--- src/core/prd_pkg.sv ---
// constants for the prefix/register-transfer decode block
// assumes one core clock and one asynchronous active-low reset
`default_nettype none

package prd_pkg;

  // ************************************************************
  // widths
  // ************************************************************
  localparam int INSTR_W = 16;
  localparam int DATA_W = 16;
  localparam int BYTE_W = 8;
  localparam int MOD_W = 4;
  localparam int DST_IDX_W = 3;
  localparam int SRC_IDX_W = 4;
  localparam int IDX_W = 5;
  localparam int SEL_W = 3;

  // ************************************************************
  // instruction word fields
  // ************************************************************
  localparam int F_SRC_REG_BIT = 15;
  localparam int F_DST_IDX_LSB = 12;
  localparam int F_DST_MOD_LSB = 8;
  localparam int F_SRC_IDX_LSB = 4;
  localparam int F_SRC_MOD_LSB = 0;
  localparam int F_IMM_LSB = 0;

  // ************************************************************
  // prefix index-select fields (index n of the prefix write)
  // ************************************************************
  localparam int PFX_SEL_SRC_BIT = 0;
  localparam int PFX_SEL_DST_LSB = 1;
  localparam int PFX_SEL_DST_W = 2;

  // ************************************************************
  // module codes and subindexes
  // ************************************************************
  localparam logic [MOD_W-1:0] MOD_SYS = 4'h8;
  localparam logic [MOD_W-1:0] MOD_PFX = 4'hB;
  localparam logic [MOD_W-1:0] MOD_MEM = 4'hC;
  localparam logic [MOD_W-1:0] MOD_GRP = 4'hD;
  localparam logic [IDX_W-1:0] IDX_BRANCH = 5'h04;
  localparam logic [IDX_W-1:0] MEMX_DP = 5'h00;
  localparam logic [IDX_W-1:0] MEMX_SP = 5'h01;
  localparam logic [IDX_W-1:0] GRX_WORD = 5'h00;
  localparam logic [IDX_W-1:0] GRX_HIGH = 5'h01;
  localparam logic [IDX_W-1:0] GRX_LOW = 5'h02;
  localparam logic [IDX_W-1:0] GRX_SWAP = 5'h03;
  localparam logic [IDX_W-1:0] GRX_SEXT = 5'h04;

  // ************************************************************
  // reset values
  // ************************************************************
  localparam logic [BYTE_W-1:0] PFX_RST = 8'h00;
  localparam logic [SEL_W-1:0] PFX_SEL_RST = 3'h0;
  localparam logic [DATA_W-1:0] GR_RST = 16'h0000;
  localparam logic [DATA_W-1:0] WORD_RST = 16'h0000;

endpackage : prd_pkg

`default_nettype wire

--- src/core/prd_decode.sv ---
// register-transfer decode with one-cycle prefix holding register
// assumes fetch delivers one 16-bit word per clock and register modules
// answer a source read in the same cycle as src_rd_q
//
// Summary of operation
// (RQ1) System and peripheral registers are named only by index fields of the word.
// (RQ2) Each 16-bit word is taken in one cycle; a prefixed operation spans two words.
// (RQ3) The prefix holding register keeps a written value one cycle, then reads zero.
// (RQ4) A 16-bit immediate is prefix byte above the instruction's 8-bit immediate.
// (RQ5) With no prefix written before, the immediate high byte is zero.
// (RQ6) A branch is absolute only if the prefix was written the cycle before.
// (RQ7) Destination index above 07h or source above 0Fh takes high bits from the prefix.
// (RQ8) An 8-bit destination at subindex 0h to 7h loads an immediate in one cycle.
// (RQ9) Software writes the prefix first to load an 8-bit register at subindex 8h or up.
// (RQ10) The general word register is 16 bits with separately written byte views.
// (RQ11) A read-only view gives the general word register with bytes exchanged.
// (RQ12) A view gives the general word register low byte sign-extended to 16 bits.
// (RQ13) A 16-bit source moved to an 8-bit destination gives its low byte.
// (RQ14) Software copies a word into the general register to reach its high byte.
// (RQ15) Indirect access uses pointer contents as address; a stack read pops.
// (RQ16) Prefix index bits sit above the instruction's own index field.
`default_nettype none

module prd_decode
  import prd_pkg::*;
(
  input wire logic core_clk, // core clock, 10 MHz
  input wire logic rstn, // async reset, active low
  input wire logic instr_valid, // instruction word present
  input wire logic [INSTR_W-1:0] instr_word, // instruction word
  input wire logic [DATA_W-1:0] src_rdata, // source or memory read data
  input wire logic [DATA_W-1:0] dp_value, // data_memory_pointer contents
  input wire logic [DATA_W-1:0] sp_value, // stack_top_pointer contents
  output logic src_rd_q, // register source read strobe
  output logic [MOD_W-1:0] src_mod_q, // source module
  output logic [IDX_W-1:0] src_idx_q, // full source index
  output logic mem_rd_q, // indirect data memory read
  output logic [DATA_W-1:0] mem_addr_q, // indirect read address
  output logic sp_pop_q, // stack pop request
  output logic dst_wr_q, // register destination write strobe
  output logic [MOD_W-1:0] dst_mod_q, // destination module
  output logic [IDX_W-1:0] dst_idx_q, // full destination index
  output logic [DATA_W-1:0] wr_data_q, // write data or branch target
  output logic mem_wr_q, // indirect data memory write
  output logic [DATA_W-1:0] mem_wr_addr_q, // indirect write address
  output logic branch_q, // branch request
  output logic branch_abs_q, // branch is absolute
  output logic [BYTE_W-1:0] prefix_hold_register_q, // prefix data byte
  output logic [SEL_W-1:0] prefix_sel_q, // prefix index select
  output logic prefix_written_q // prefix holds a value this cycle
);

  // ************************************************************
  // helpers
  // ************************************************************
  function automatic logic hit(input logic [MOD_W-1:0] m, input logic [IDX_W-1:0] i,
                               input logic [MOD_W-1:0] wm, input logic [IDX_W-1:0] wi);
    hit = (m == wm) && (i == wi);
  endfunction : hit

  function automatic logic [DATA_W-1:0] zext(input logic [BYTE_W-1:0] b);
    zext = {{BYTE_W{1'b0}}, b};
  endfunction : zext

  // ************************************************************
  // execute-stage state
  // ************************************************************
  logic x_valid_q;
  logic x_imm_q;
  logic x_abs_q;
  logic [DATA_W-1:0] x_imm_val_q;
  logic [MOD_W-1:0] x_dst_mod_q;
  logic [IDX_W-1:0] x_dst_idx_q;
  logic [MOD_W-1:0] x_src_mod_q;
  logic [IDX_W-1:0] x_src_idx_q;

  logic pfx_load;
  logic [BYTE_W-1:0] pfx_data_d;
  logic [SEL_W-1:0] pfx_sel_d;
  logic [MOD_W-1:0] dec_src_mod;
  logic [IDX_W-1:0] dec_src_idx;
  logic [MOD_W-1:0] dec_dst_mod;
  logic [IDX_W-1:0] dec_dst_idx;
  logic dec_reg_src;
  logic [DATA_W-1:0] x_val;
  logic [DATA_W-1:0] gr_word;
  logic [DATA_W-1:0] gr_swap;
  logic [DATA_W-1:0] gr_sext;
  logic gr_wr_word;
  logic gr_wr_high;
  logic gr_wr_low;
  logic x_to_pfx;
  logic x_to_grp;
  logic x_to_mem;
  logic x_to_branch;

  // ************************************************************
  // prefix forward
  // ************************************************************
  // the prefix written by the instruction now executing is what the
  // instruction now being decoded sees; nothing later can see it
  assign x_to_pfx = x_valid_q && (x_dst_mod_q == MOD_PFX);
  assign pfx_load = x_to_pfx;
  assign pfx_data_d = pfx_load ? x_val[BYTE_W-1:0] : PFX_RST; // RQ5
  assign pfx_sel_d = pfx_load ? x_dst_idx_q[SEL_W-1:0] : PFX_SEL_RST;

  always_ff @(posedge core_clk or negedge rstn)
  begin
    if (!rstn)
    begin
      prefix_hold_register_q <= PFX_RST;
      prefix_sel_q <= PFX_SEL_RST;
      prefix_written_q <= 1'b0;
    end
    else
    begin
      prefix_hold_register_q <= pfx_data_d; // RQ3
      prefix_sel_q <= pfx_sel_d; // RQ3
      prefix_written_q <= pfx_load; // RQ3
    end
  end

  // ************************************************************
  // decode
  // ************************************************************
  assign dec_reg_src = instr_word[F_SRC_REG_BIT];
  assign dec_src_mod = instr_word[F_SRC_MOD_LSB +: MOD_W]; // RQ1
  assign dec_dst_mod = instr_word[F_DST_MOD_LSB +: MOD_W]; // RQ1
  assign dec_src_idx = {pfx_sel_d[PFX_SEL_SRC_BIT],
                        instr_word[F_SRC_IDX_LSB +: SRC_IDX_W]}; // RQ7 RQ16
  assign dec_dst_idx = {pfx_sel_d[PFX_SEL_DST_LSB +: PFX_SEL_DST_W],
                        instr_word[F_DST_IDX_LSB +: DST_IDX_W]}; // RQ7 RQ8 RQ16

  always_ff @(posedge core_clk or negedge rstn)
  begin
    if (!rstn)
    begin
      x_valid_q <= 1'b0;
      x_imm_q <= 1'b0;
      x_abs_q <= 1'b0;
      x_imm_val_q <= WORD_RST;
      x_dst_mod_q <= '0;
      x_dst_idx_q <= '0;
      x_src_mod_q <= '0;
      x_src_idx_q <= '0;
    end
    else
    begin
      x_valid_q <= instr_valid; // RQ2
      x_imm_q <= !dec_reg_src;
      x_abs_q <= pfx_load; // RQ6
      x_imm_val_q <= {pfx_data_d, instr_word[F_IMM_LSB +: BYTE_W]}; // RQ4
      x_dst_mod_q <= dec_dst_mod;
      x_dst_idx_q <= dec_dst_idx;
      x_src_mod_q <= dec_src_mod;
      x_src_idx_q <= dec_src_idx;
    end
  end

  // ************************************************************
  // source requests
  // ************************************************************
  always_ff @(posedge core_clk or negedge rstn)
  begin
    if (!rstn)
    begin
      src_rd_q <= 1'b0;
      src_mod_q <= '0;
      src_idx_q <= '0;
      mem_rd_q <= 1'b0;
      mem_addr_q <= WORD_RST;
      sp_pop_q <= 1'b0;
    end
    else
    begin
      src_rd_q <= instr_valid && dec_reg_src && dec_src_mod != MOD_GRP
                  && dec_src_mod != MOD_MEM; // RQ1
      src_mod_q <= dec_src_mod;
      src_idx_q <= dec_src_idx;
      mem_rd_q <= instr_valid && dec_reg_src && (hit(dec_src_mod, dec_src_idx, MOD_MEM, MEMX_DP)
                  || hit(dec_src_mod, dec_src_idx, MOD_MEM, MEMX_SP)); // RQ15
      mem_addr_q <= hit(dec_src_mod, dec_src_idx, MOD_MEM, MEMX_SP) ? sp_value
                    : dp_value; // RQ15
      sp_pop_q <= instr_valid && dec_reg_src
                  && hit(dec_src_mod, dec_src_idx, MOD_MEM, MEMX_SP); // RQ15
    end
  end

  // ************************************************************
  // source value
  // ************************************************************
  always_comb
  begin
    x_val = src_rdata;
    if (x_imm_q)
    begin
      x_val = x_imm_val_q; // RQ4
    end
    else if (x_src_mod_q == MOD_GRP)
    begin
      unique case (x_src_idx_q)
        GRX_WORD: x_val = gr_word;
        GRX_HIGH: x_val = zext(gr_word[DATA_W-1:BYTE_W]); // RQ10
        GRX_LOW: x_val = zext(gr_word[BYTE_W-1:0]); // RQ10
        GRX_SWAP: x_val = gr_swap; // RQ11
        GRX_SEXT: x_val = gr_sext; // RQ12
        default: x_val = WORD_RST;
      endcase
    end
  end

  // ************************************************************
  // general word register
  // ************************************************************
  assign x_to_grp = x_valid_q && (x_dst_mod_q == MOD_GRP);
  assign x_to_mem = x_valid_q && hit(x_dst_mod_q, x_dst_idx_q, MOD_MEM, MEMX_DP);
  assign x_to_branch = x_valid_q && hit(x_dst_mod_q, x_dst_idx_q, MOD_SYS, IDX_BRANCH);
  // swapped and sign-extended views are read-only: writes to them drop
  assign gr_wr_word = x_to_grp && (x_dst_idx_q == GRX_WORD);
  assign gr_wr_high = x_to_grp && (x_dst_idx_q == GRX_HIGH); // RQ13
  assign gr_wr_low = x_to_grp && (x_dst_idx_q == GRX_LOW); // RQ13

  prd_word_reg u_word_reg (
    .core_clk (core_clk),
    .rstn (rstn),
    .wr_word (gr_wr_word),
    .wr_high (gr_wr_high),
    .wr_low (gr_wr_low),
    .wr_data (x_val),
    .word_q (gr_word),
    .swap_view (gr_swap),
    .sext_view (gr_sext)
  );

  // ************************************************************
  // destination writes
  // ************************************************************
  // byte-wide destinations take wr_data_q low byte, so a word source
  // lands as its low byte without extra logic here
  always_ff @(posedge core_clk or negedge rstn)
  begin
    if (!rstn)
    begin
      dst_wr_q <= 1'b0;
      dst_mod_q <= '0;
      dst_idx_q <= '0;
      wr_data_q <= WORD_RST;
      mem_wr_q <= 1'b0;
      mem_wr_addr_q <= WORD_RST;
      branch_q <= 1'b0;
      branch_abs_q <= 1'b0;
    end
    else
    begin
      dst_wr_q <= x_valid_q && !x_to_pfx && !x_to_grp && x_dst_mod_q != MOD_MEM
                  && !x_to_branch; // RQ1 RQ8
      dst_mod_q <= x_dst_mod_q;
      dst_idx_q <= x_dst_idx_q;
      wr_data_q <= x_val; // RQ13
      mem_wr_q <= x_to_mem; // RQ15
      mem_wr_addr_q <= dp_value; // RQ15
      branch_q <= x_to_branch;
      branch_abs_q <= x_to_branch && x_abs_q; // RQ6
    end
  end

  // ************************************************************
  // checks
  // ************************************************************
  a_prefix_clears: assert property (@(posedge core_clk) disable iff (!rstn) // RQ3
    prefix_written_q && !pfx_load |=> !prefix_written_q && prefix_hold_register_q == 8'h00
      && prefix_sel_q == 3'h0)
    else $error("prefix held longer than one cycle");
  a_imm_high_byte: assert property (@(posedge core_clk) disable iff (!rstn) // RQ4
    instr_valid && pfx_load && !instr_word[15] ##1 x_valid_q |->
      x_imm_val_q == {$past(x_val[7:0]), $past(instr_word[7:0])})
    else $error("immediate high byte not from prefix");
  a_imm_default_zero: assert property (@(posedge core_clk) disable iff (!rstn) // RQ5
    instr_valid && !pfx_load |=> x_imm_val_q[15:8] == 8'h00)
    else $error("immediate high byte not zero without prefix");
  a_branch_kind: assert property (@(posedge core_clk) disable iff (!rstn) // RQ6
    branch_q |-> branch_abs_q == $past(pfx_load, 2))
    else $error("branch kind does not follow prefix write");
  a_dst_index_join: assert property (@(posedge core_clk) disable iff (!rstn) // RQ7
    dst_wr_q |-> dst_idx_q == {$past(pfx_sel_d[2:1], 2), $past(instr_word[14:12], 2)})
    else $error("destination index not joined from prefix");
  a_src_index_join: assert property (@(posedge core_clk) disable iff (!rstn) // RQ16
    src_rd_q |-> src_idx_q == {$past(pfx_sel_d[0]), $past(instr_word[7:4])})
    else $error("source index not joined from prefix");
  a_one_cycle_write: assert property (@(posedge core_clk) disable iff (!rstn) // RQ2
    instr_valid && !instr_word[15] && instr_word[11:8] < 4'h8 |-> ##2 dst_wr_q
      && wr_data_q[7:0] == $past(instr_word[7:0], 2))
    else $error("immediate transfer not done in one slot");
  a_stack_pop: assert property (@(posedge core_clk) disable iff (!rstn) // RQ15
    sp_pop_q |-> mem_rd_q && mem_addr_q == $past(sp_value))
    else $error("stack read does not pop at pointer");
  a_byte_low: assert property (@(posedge core_clk) disable iff (!rstn) // RQ13
    x_valid_q && !x_imm_q && x_src_mod_q != MOD_GRP |=> wr_data_q == $past(src_rdata))
    else $error("register source data not passed");

  c_prefixed_imm: cover property (@(posedge core_clk) disable iff (!rstn)
    pfx_load && instr_valid && !instr_word[15] ##2 dst_wr_q && wr_data_q[15:8] != 8'h00);
  c_abs_branch: cover property (@(posedge core_clk) disable iff (!rstn)
    branch_q && branch_abs_q);
  c_swap_read: cover property (@(posedge core_clk) disable iff (!rstn)
    x_valid_q && !x_imm_q && x_src_mod_q == MOD_GRP && x_src_idx_q == GRX_SWAP);

endmodule : prd_decode

`default_nettype wire

--- src/core/prd_word_reg.sv ---
// general word register with byte, swapped and sign-extended views
// assumes write strobes are one-hot from the decoder on core_clk
`default_nettype none

module prd_word_reg
  import prd_pkg::*;
(
  input wire logic core_clk, // core clock
  input wire logic rstn, // async reset, active low
  input wire logic wr_word, // load whole word
  input wire logic wr_high, // load high byte from data low byte
  input wire logic wr_low, // load low byte from data low byte
  input wire logic [DATA_W-1:0] wr_data, // write data
  output logic [DATA_W-1:0] word_q, // stored word
  output logic [DATA_W-1:0] swap_view, // bytes exchanged
  output logic [DATA_W-1:0] sext_view // low byte sign-extended
);

  // ************************************************************
  // storage
  // ************************************************************
  always_ff @(posedge core_clk or negedge rstn)
  begin
    if (!rstn)
    begin
      word_q <= GR_RST;
    end
    else if (wr_word)
    begin
      word_q <= wr_data;
    end
    else if (wr_high)
    begin
      word_q[DATA_W-1:BYTE_W] <= wr_data[BYTE_W-1:0]; // RQ10
    end
    else if (wr_low)
    begin
      word_q[BYTE_W-1:0] <= wr_data[BYTE_W-1:0]; // RQ10
    end
  end

  // ************************************************************
  // read-only views
  // ************************************************************
  assign swap_view = {word_q[BYTE_W-1:0], word_q[DATA_W-1:BYTE_W]}; // RQ11
  assign sext_view = {{BYTE_W{word_q[BYTE_W-1]}}, word_q[BYTE_W-1:0]}; // RQ12

  a_high_byte_write: assert property (@(posedge core_clk) disable iff (!rstn) // RQ10
    wr_high && !wr_word |=> word_q[15:8] == $past(wr_data[7:0])
      && word_q[7:0] == $past(word_q[7:0]))
    else $error("high byte view write wrong");
  a_swap_view: assert property (@(posedge core_clk) disable iff (!rstn) // RQ11
    swap_view[15:8] == word_q[7:0] && swap_view[7:0] == word_q[15:8])
    else $error("swapped view mismatch");
  a_sext_view: assert property (@(posedge core_clk) disable iff (!rstn) // RQ12
    sext_view[15:8] == (word_q[7] ? 8'hFF : 8'h00))
    else $error("sign extension wrong");

endmodule : prd_word_reg

`default_nettype wire

--- config.mk ---
export PLATFORM = sky130hd
export DESIGN_NAME = prd_decode
export DESIGN_NICKNAME = d
export VERILOG_FILES = /design/src/core/prd_pkg.sv /design/src/core/prd_decode.sv /design/src/core/prd_word_reg.sv
export SDC_FILE = /design/constraint.sdc
export NUM_CORES = 1
export LEC_CHECK = 0
export CELL_PAD_IN_SITES_DETAIL_PLACEMENT = 1
export CELL_PAD_IN_SITES_GLOBAL_PLACEMENT = 2
export CORE_ASPECT_RATIO = 0.7
export CORE_MARGIN = 2
export CORE_UTILIZATION = 39
export CTS_CLUSTER_SIZE = 24
export DETAILED_ROUTE_END_ITERATION = 10
export DONT_BUFFER_PORTS = 1
export HOLD_SLACK_MARGIN = 0.02
export PLACE_DENSITY = 0.74
export SYNTH_ARGS = -nofsm -noshare
export SYNTH_HDL_FRONTEND = slang
export SYNTH_SLANG_ARGS = --single-unit
--- constraint.sdc ---
create_clock -name core_clk -period 2.09 [get_ports core_clk]
set_input_delay 0.209 -clock core_clk [delete_from_list [all_inputs] [get_ports core_clk]]
set_output_delay 0.209 -clock core_clk [all_outputs]
set_load 0.1 [all_outputs]
## Word level (Yosys, flattened, before mapping)

Cells that the tools add are included.

- Flip-flop bits (word level): 128
- Bits of input ports: 67
- Output and inout bits: 85
- Word-level logic and storage cells: 84

- Eq/ne operators: 18
- Mux-type cells: 10
- Reductions and logical operators: 32

Operators with widths:

| kind | count |
|---|---|
| 16-bit case mux with 5 select lines | 1 |
| 16-bit 2-to-1 mux | 4 |
| 8-bit 2-to-1 mux | 4 |
| 4-bit == test, second input constant | 6 |
| 1-bit logical AND | 21 |
| 5-bit by 1-bit == test with 1-bit output, second input constant | 3 |
| 5-bit by 2-bit == test with 1-bit output, second input constant | 3 |
| 5-bit zero test | 3 |
| 4-bit inequality test, second input constant | 3 |
| 5-bit by 3-bit == test with 1-bit output, second input constant | 2 |
| 1-bit zero test | 4 |
| 2-bit nonzero test | 2 |
| 3-bit 2-to-1 mux | 1 |
| 2-bit inequality test, second input constant | 1 |
| 2-bit AND reduction | 1 |
| 1-bit logical OR | 1 |

## Logic depth before layout (Yosys ltp)

Gate-level depths: netlist (run 1).

- Word-level depth: 7
- Mapped depth: 7
- Depth with buffers taken out: 5

## Cells and area by module

A second synthesis (run 1) with hierarchy kept.

- Cells, all modules: 365
- Area, all modules: 4667.0 um2

Modules (own cells, without submodules):

| module | times used | cells each | area an instance (um2) | sequential area each (um2) |
|---|---|---|---|---|
| prd_decode | 1 | 280 | 3746.1 | 2327.2 |
| prd_word_reg | 1 | 85 | 920.9 | 400.4 |

## Least setup slack after synthesis (run 1)

OpenSTA, ideal clock, no wires.

- Path kind: flip-flop to flip-flop
- From: register, netlist name src_mod_q[0]
- To: register u_word_reg.word_q[12]
- Library setup time: 0.078 ns
- Arrival time: 2.364 ns
- Required time: 2.012 ns
- Slack: -0.351 ns
- Stages on the path, launching flop included: 8
- Path buffers: 2
- Period minus slack after synthesis: 2.441 ns
- Cell sequence: dfrtp_1 nand4b_4 or4b_1 buf_2 buf_6 o21ai_4 nand3_1 a21oi_1

RTL lines:

| item | RTL line | RTL |
|---|---|---|
| end signal, assigned | prd_word_reg.sv:30 | `word_q <= wr_data;` |
| end signal, assigned by index | prd_word_reg.sv:34 | `word_q[DATA_W-1:BYTE_W] <= wr_data[BYTE_W-1:0];` |
| end signal, assigned by index | prd_word_reg.sv:38 | `word_q[BYTE_W-1:0] <= wr_data[BYTE_W-1:0];` |
| end, declared | prd_word_reg.sv:14 | `output logic [DATA_W-1:0] word_q,` |

==> flow_summary.toml, run 1 <==
[floorplan]
io_pins = 152
row_count = 31
start_util_pct = 40.5
die_w_microns = 128
core_area_sq_mm = 0.0104
die_height_microns = 91.1
die_area_sq_mm = 0.0117

[layout]
fill_cells = 1085
drive_gt1_share_pct = 30.7
multi_input_area_sq_mm = 0.00139
mostFrequentLayoutCells = "dfrtp_1, buf_4, dlygate4sd3_1"
nets = 535
final_area_sq_mm = 0.00588
postLayoutCoreUtil_pct = 56.4
final_common_cell = "dfrtp_1"
areaGrowthSynthToFinish_pct = 39.1
register_area_sq_mm = 0.00275

[power_and_ir_drop]
p_total_uw = 5080
power_frac_comb_pct = 20.9
switchingPower_uw = 1630
pwr-share-clk_pct = 33.0
p_int_uw = 3460
switching_share_pct = 32.0
leakage_uw = 0.00267
power_frac_seq_pct = 46.1
power_density_mw_per_mm2 = 864
irDropWorstVdd_uv = 441

[routing]
ant_nets = 0
wl_microns = 13200
routedWlPerCell_microns = 21.8
vias = 3257
drtPass1Iterations = 5
drt_iter0_markers = 148
routed_via_density = 5.38
remaining_drc_errors = 0

[logic_synthesis]
syn_area_sq_mm = 0.00423
seq_area_frac_synth_pct = 64.5
yosysUniqueCellTypes = 43
synth_nets = 394
synth_seq_cells = 109
yosys_warnings = 0
avgSynthCellArea_sq_um = 12.9
synth_cells = 327

[worst_setup_path]
worst-path-buf-inv = 1
crit_chain = "nand4b_4 > or4b_1 > buf_4 > o21ai_1 > and2_1 > mux2_2"
critPathRequiredTime_ns = 2.38
path_delay_family = "simple AND/OR/NAND/NOR gates"
startpoint_type = "flop"
worstSetupPathType = "flop to flop"
arrival_ns = 2.35
worst-path-stages = 6
cpPeakStageDelay_ns = 0.47
crit_slowest_cell = "dfrtp_4"
path_max_fanout = 16
cp-end-kind = "flop"
reg2reg_depth = 6

[status]
violations = "hold timing"
outcome = "complete, but fails checks"

[clocking]
cts_tree = "built"
cts_buffers = 9
post_cts_buffers = 0
clock-root-buffer = "clkbuf_16"
h-tree-depth = 3
clkSinkCount = 109
path_clk_slew_ns = 0.07
cts_buffer_depth = 2
clk_latency_ns = 0.35

[sta]
post-route-period-util_pct = 98.6
setup_viol = 0
timing.hold.ws_ns = -0.449
finalClockSkew_ns = 0.00841
rsz0062_at_grt = "true"
clock.fmax_mhz = 485
maxSlewHeadroom_pct = 64.0
report.final.slew_viol_count = 0
hold_viol = 109
period_needed_ns = 2.06
worstMarginPinSlew_ns = 0.545

[placed_design]
io_buffer_count = 0
place_congestion = 0.787
hpwl_microns = 8100
placed_cell_area_sq_mm = 0.00508

[grt]
grt_max_degree = 110
grt_usage_pct = 23.7
grt-ovfl-total = 0
grt_pass1_vias = 3593
antenna_found_initial = 1
grt_pass1_wl_microns = 20600

[min_path]
hp-class = "input port to asynchronous set/reset pin"

[flow_run]
maxCapViolCount = 0
-- power groups by stage --
stage                     sequential (uW)  combinational, uW  clock [uW]
after floorplan                      2910                211           0
after global placement               2370                964           0
after detailed placement             2380                973           0
after global routing                 2360               1110        1800
after CTS                            2340               1050        1700
final                                2340               1060        1680
-- flip-flops by register name (all words and copies together) (netlist names) --
signal / flops
u_word_reg.word_q: 16
branch_abs_q: 1
dst_mod_q: 4
wr_data_q: 16
src_mod_q: 3
mem_addr_q: 16
x_dst_idx_q: 4
src_idx_q: 4
mem_wr_addr_q: 16
prefix_hold_register_q: 1
branch_q: 1
mem_rd_q: 1
x_imm_val_q: 8
prefix_sel_q: 2
x_dst_mod_q: 4
x_abs_q: 1
src_rd_q: 1
mem_wr_q: 1
sp_pop_q: 1
x_valid_q: 1
dst_wr_q: 1
dst_idx_q: 5
x_imm_q: 1
-- stage by stage --
stage          setup WS (ns)  cells  TNS [ns]
2_1_floorplan       -0.00981    327  -0.00981
5_1_grt              -0.0535    605    -0.111
4_1_cts                0.102    603         0
3_5_place_dp           0.118    539         0
6_report              0.0302    605         0
3_3_place_gp           0.155    539         0
-- cell type report --
cell class | instances | share of cell area (%)
sequential | 109 | 46.7
clock inverter | 4 | 0.851
tap | 132 | 2.81
timing repair buffer | 149 | 21.4
clock buffer | 11 | 3.96
inverter | 11 | 0.702
antenna | 1 | 0.0425
multi-input combinational | 188 | 23.6
-- routing by layer --
metal,up-vias,global-route usage [%],wire (microns)
met4,0,10.3,379
met1,1669,29.9,5470
li1,1443,-,-
met5,-,0,0
met2,116,38.0,6550
met3,29,7.07,806
-- worst paths after layout --
| kind | from | slack, ns | end |
|---|---|---|---|
| setup / recovery | src_mod_q[1]$_DFF_PN0_ | 0.03 | u_word_reg.word_q[1]$_DFFE_PN0P_ |
| setup reg to reg | src_mod_q[1]$_DFF_PN0_ | 0.03 | u_word_reg.word_q[1]$_DFFE_PN0P_ |
| max in group asynchronous | rstn | 2.34 | src_mod_q[0]$_DFF_PN0_ |
| min in group core_clk | instr_word[15] | 0.05 | mem_rd_q$_DFF_PN0_ |
| hold reg to reg | x_dst_mod_q[1]$_DFF_PN0_ | 0.45 | dst_mod_q[1]$_DFF_PN0_ |
| hold / removal | rstn | -0.45 | x_dst_mod_q[3]$_DFF_PN0_ |
-- cells in the mapped netlist, drive strengths merged --
cell / number / area share [%]
clkbuf: 10 / 0.89
inv: 11 / 0.98
a211oi: 2 / 0.47
nor2b: 2 / 0.30
nand4b: 2 / 0.77
nand2b: 8 / 1.2
nor3: 2 / 0.24
a22oi: 8 / 1.4
and3b: 2 / 0.41
or4b: 1 / 0.24
o2111ai: 1 / 0.21
and2: 12 / 1.8
nand3b: 1 / 0.18
o21ai: 19 / 2.6
buf: 9 / 1.4
or3: 1 / 0.15
a2111oi: 1 / 0.35
a21boi: 7 / 1.2
nor4b: 2 / 0.77
nand3: 8 / 0.95
nor4: 3 / 0.89
a21oi: 37 / 4.4
and3: 11 / 1.6
a32oi: 8 / 1.7
nor3b: 2 / 0.35
dfrtp: 109 / 64
a22o: 1 / 0.21
a32o: 1 / 0.24
nor2: 10 / 0.89
or4: 2 / 0.35
nand2: 4 / 0.41
mux2: 30 / 8.0
-- what timing repair did --
| item | CTS | global route |
|---|---|---|
| hold endpoints to repair | 160 | 110 |
| hold buffers | 49 | 1 |
| setup endpoints to repair | 0 | 23 |
| resized for setup | 0 | 3 |
-- worst register-to-register path: stages (launching register included) --
cell and delay, ns:
dfrtp_4 0.47, nand4b_4 0.19, or4b_1 0.47, buf_4 0.22, o21ai_1 0.25, and2_1 0.22, mux2_2 0.17
-- kinds of logic after synthesis --
logic type / synth area share (%)
compound gates: 12.8
mux: 7.99
buf+inv: 3.28
flops: 64.5
simple gates: 11.5
No activity file was read; power rests on OpenSTA's default activity.
==> inputs of run 2 (changes only) <==
==> config.mk (replaced) <==
export PLATFORM = sky130hd
export DESIGN_NAME = prd_decode
export DESIGN_NICKNAME = d
export VERILOG_FILES = /design/src/core/prd_pkg.sv /design/src/core/prd_decode.sv /design/src/core/prd_word_reg.sv
export SDC_FILE = /design/constraint.sdc
export NUM_CORES = 1
export LEC_CHECK = 0
export CORE_ASPECT_RATIO = 0.7
export CORE_MARGIN = 2
export CORE_UTILIZATION = 47
export CTS_CLUSTER_SIZE = 24
export DETAILED_ROUTE_END_ITERATION = 10
export DONT_BUFFER_PORTS = 1
export HOLD_SLACK_MARGIN = 0.02
export PLACE_DENSITY = 0.59
export SYNTH_ARGS = -nofsm -noshare
export SYNTH_HDL_FRONTEND = slang
export SYNTH_SLANG_ARGS = --single-unit
==> run 2 against run 1 <==
  * The flow still finishes with violations (hold timing)
  * Clock skew decreased by 0.0027 ns
  * Cell count is 2.0% lower
  * Die area fell by 16%
  * Combinational power is essentially flat
  * Sequential cell count did not move
  * Non-clock buffer count is the same
  * Worst hold slack gained 0.0023 ns
  * Sequential power about the same
  * Critical path type unchanged
  * Critical endpoint is now u_word_reg.word_q[3]$_DFFE_PN0P_
==> flow_summary.toml, run 2 (synthesis gave the netlist of run 1 again) <==
[worst_setup_path]
r2r-end = "u_word_reg.word_q[3]$_DFFE_PN0P_"
path_max_fanout = 15
crit_chain = "nand4b_4 > or4b_1 > buf_4 > o21ai_1 > and2_1 > mux2_2"
startpoint_type = "flop"
crit_slowest_cell = "or4b_1"
worstSetupStartpoint = "src_mod_q[1]$_DFF_PN0_"
cp-endpoint = "u_word_reg.word_q[3]$_DFFE_PN0P_"
worstSetupPathType = "flop to flop"
arrival_ns = 2.26
worst-path-stages = 6
reg2reg_depth = 6
r2r_slack_ns = 0.11
cpPeakStageDelay_ns = 0.49
critPathRequiredTime_ns = 2.37
path_delay_family = "simple AND/OR/NAND/NOR gates"
worst-path-buf-inv = 1
rr_startpoint = "src_mod_q[1]$_DFF_PN0_"
cp-end-kind = "flop"

[clocking]
cts_buffer_depth = 2
cts-resized-gates = 0
hold_buffers = 49
clock-root-buffer = "clkbuf_16"
cts_buffers = 9
h-tree-depth = 3
post_cts_buffers = 0
cts_tree = "built"
clk_latency_ns = 0.34
clkSinkCount = 109
path_clk_slew_ns = 0.07

[flow_run]
maxCapViolCount = 0

[routing]
routed_via_density = 5.31
remaining_drc_errors = 0
wl_microns = 10700
routedWlPerCell_microns = 18.1
vias = 3146
drt_iter0_markers = 229
drtPass1Iterations = 4
ant_nets = 0

[power_and_ir_drop]
power_frac_comb_pct = 20.7
power_density_mw_per_mm2 = 856
power_frac_seq_pct = 46.9
pwr-share-clk_pct = 32.4
switching_share_pct = 32.4
leakage_uw = 0.00267
switchingPower_uw = 1620
irDropWorstVdd_uv = 653
p_int_uw = 3380

[grt]
grt_pass1_vias = 3299
antenna_found_initial = 0
grt_usage_pct = 22.9
grt_max_degree = 110
grt_pass1_wl_microns = 17300
grt-ovfl-total = 0

[floorplan]
die_height_microns = 83.4
die_area_sq_mm = 0.00979
core_area_sq_mm = 0.00858
row_count = 28
die_w_microns = 117
start_util_pct = 49.3
io_pins = 152

[sta]
hold_viol = 109
clock.fmax_mhz = 505
fin_ws_ns = 0.111
finalClockSkew_ns = 0.00566
maxSlewHeadroom_pct = 40.2
period_needed_ns = 1.98
rsz0062_at_grt = "false"
report.final.slew_viol_count = 0
timing.hold.ws_ns = -0.447
fin_setup_tns_ns = 0
worstMarginPinSlew_ns = 0.898
post-route-period-util_pct = 94.7
setup_viol = 0

[layout]
n_antenna_cell = 0
instances_no_fill = 593
fill_cells = 641
nets = 535
postLayoutCoreUtil_pct = 68.0
drive_gt1_share_pct = 31.1
mostFrequentLayoutCells = "dfrtp_1, buf_4, dlygate4sd3_1"
register_area_sq_mm = 0.00275
multi_input_area_sq_mm = 0.00138
areaGrowthSynthToFinish_pct = 38.1

[placed_design]
hpwl_microns = 7010
place_ws_ns = 0.139
place_congestion = 0.808
dp_cells = 528
io_buffer_count = 0

[min_path]
hp-class = "input port to asynchronous set/reset pin"

[status]
outcome = "complete, but fails checks"
violations = "hold timing"
==> run 2: layout make-up <==
type / count / area share [%]
Clock buffer: 10 / 4.09
Clock inverter: 6 / 0.793
Inverter: 11 / 0.707
Sequential cell: 109 / 47.0
Tap cell: 120 / 2.57
Multi-Input combinational cell: 188 / 23.6
Timing Repair Buffer: 149 / 21.3
==> run 2: worst min path at each step <==
stage | end | slack (ns) | cells past startpoint
2_1_floorplan | branch_abs_q$_DFF_PN0_ | -0.09 | 0
3_3_place_gp | mem_wr_addr_q[5]$_DFF_PN0_ | -0.08 | 0
3_5_place_dp | mem_wr_addr_q[5]$_DFF_PN0_ | -0.08 | 0
4_1_cts | mem_wr_addr_q[5]$_DFF_PN0_ | -0.46 | 0
5_1_grt | mem_wr_addr_q[5]$_DFF_PN0_ | -0.47 | 0
6_report | mem_wr_addr_q[7]$_DFF_PN0_ | -0.45 | 0
==> run 2: metal layers <==
metal / vias to the layer above / part of all wire (%) / global-route usage [%]
li1: 1448 / - / -
met1: 1555 / 44 / 30.4
met2: 121 / 46 / 35.0
met3: 22 / 7.5 / 7.62
met4: 0 / 2.5 / 8.87
met5: - / 0 / 0
==> run 2: through the flow <==
| step | instance area (sq um) | hold WS (ns) | total power [uW] |
|---|---|---|---|
| floorplan | 4260 | -0.0866 | 3120 |
| global placement | 5060 | -0.0837 | 3320 |
| detailed placement | 5060 | -0.0841 | 3340 |
| CTS | 5840 | -0.458 | 5040 |
| global route | 5840 | -0.468 | 5200 |
| finish | 5840 | -0.447 | 5000 |
==> run 2: worst reg2reg max path, stage by stage (launching register included) <==
cell and delay, ns:
dfrtp_4 0.47, nand4b_4 0.17, or4b_1 0.49, buf_4 0.23
o21ai_1 0.22, and2_1 0.19, mux2_2 0.15
==> run 2: power by group through the flow <==
stage / Clock (uW) / Combinational [uW] / Sequential, uW
after floorplan: 0 / 211 / 2910
after global placement: 0 / 947 / 2380
after detailed placement: 0 / 955 / 2380
after CTS: 1660 / 1030 / 2340
after global routing: 1760 / 1080 / 2360
final: 1620 / 1040 / 2350
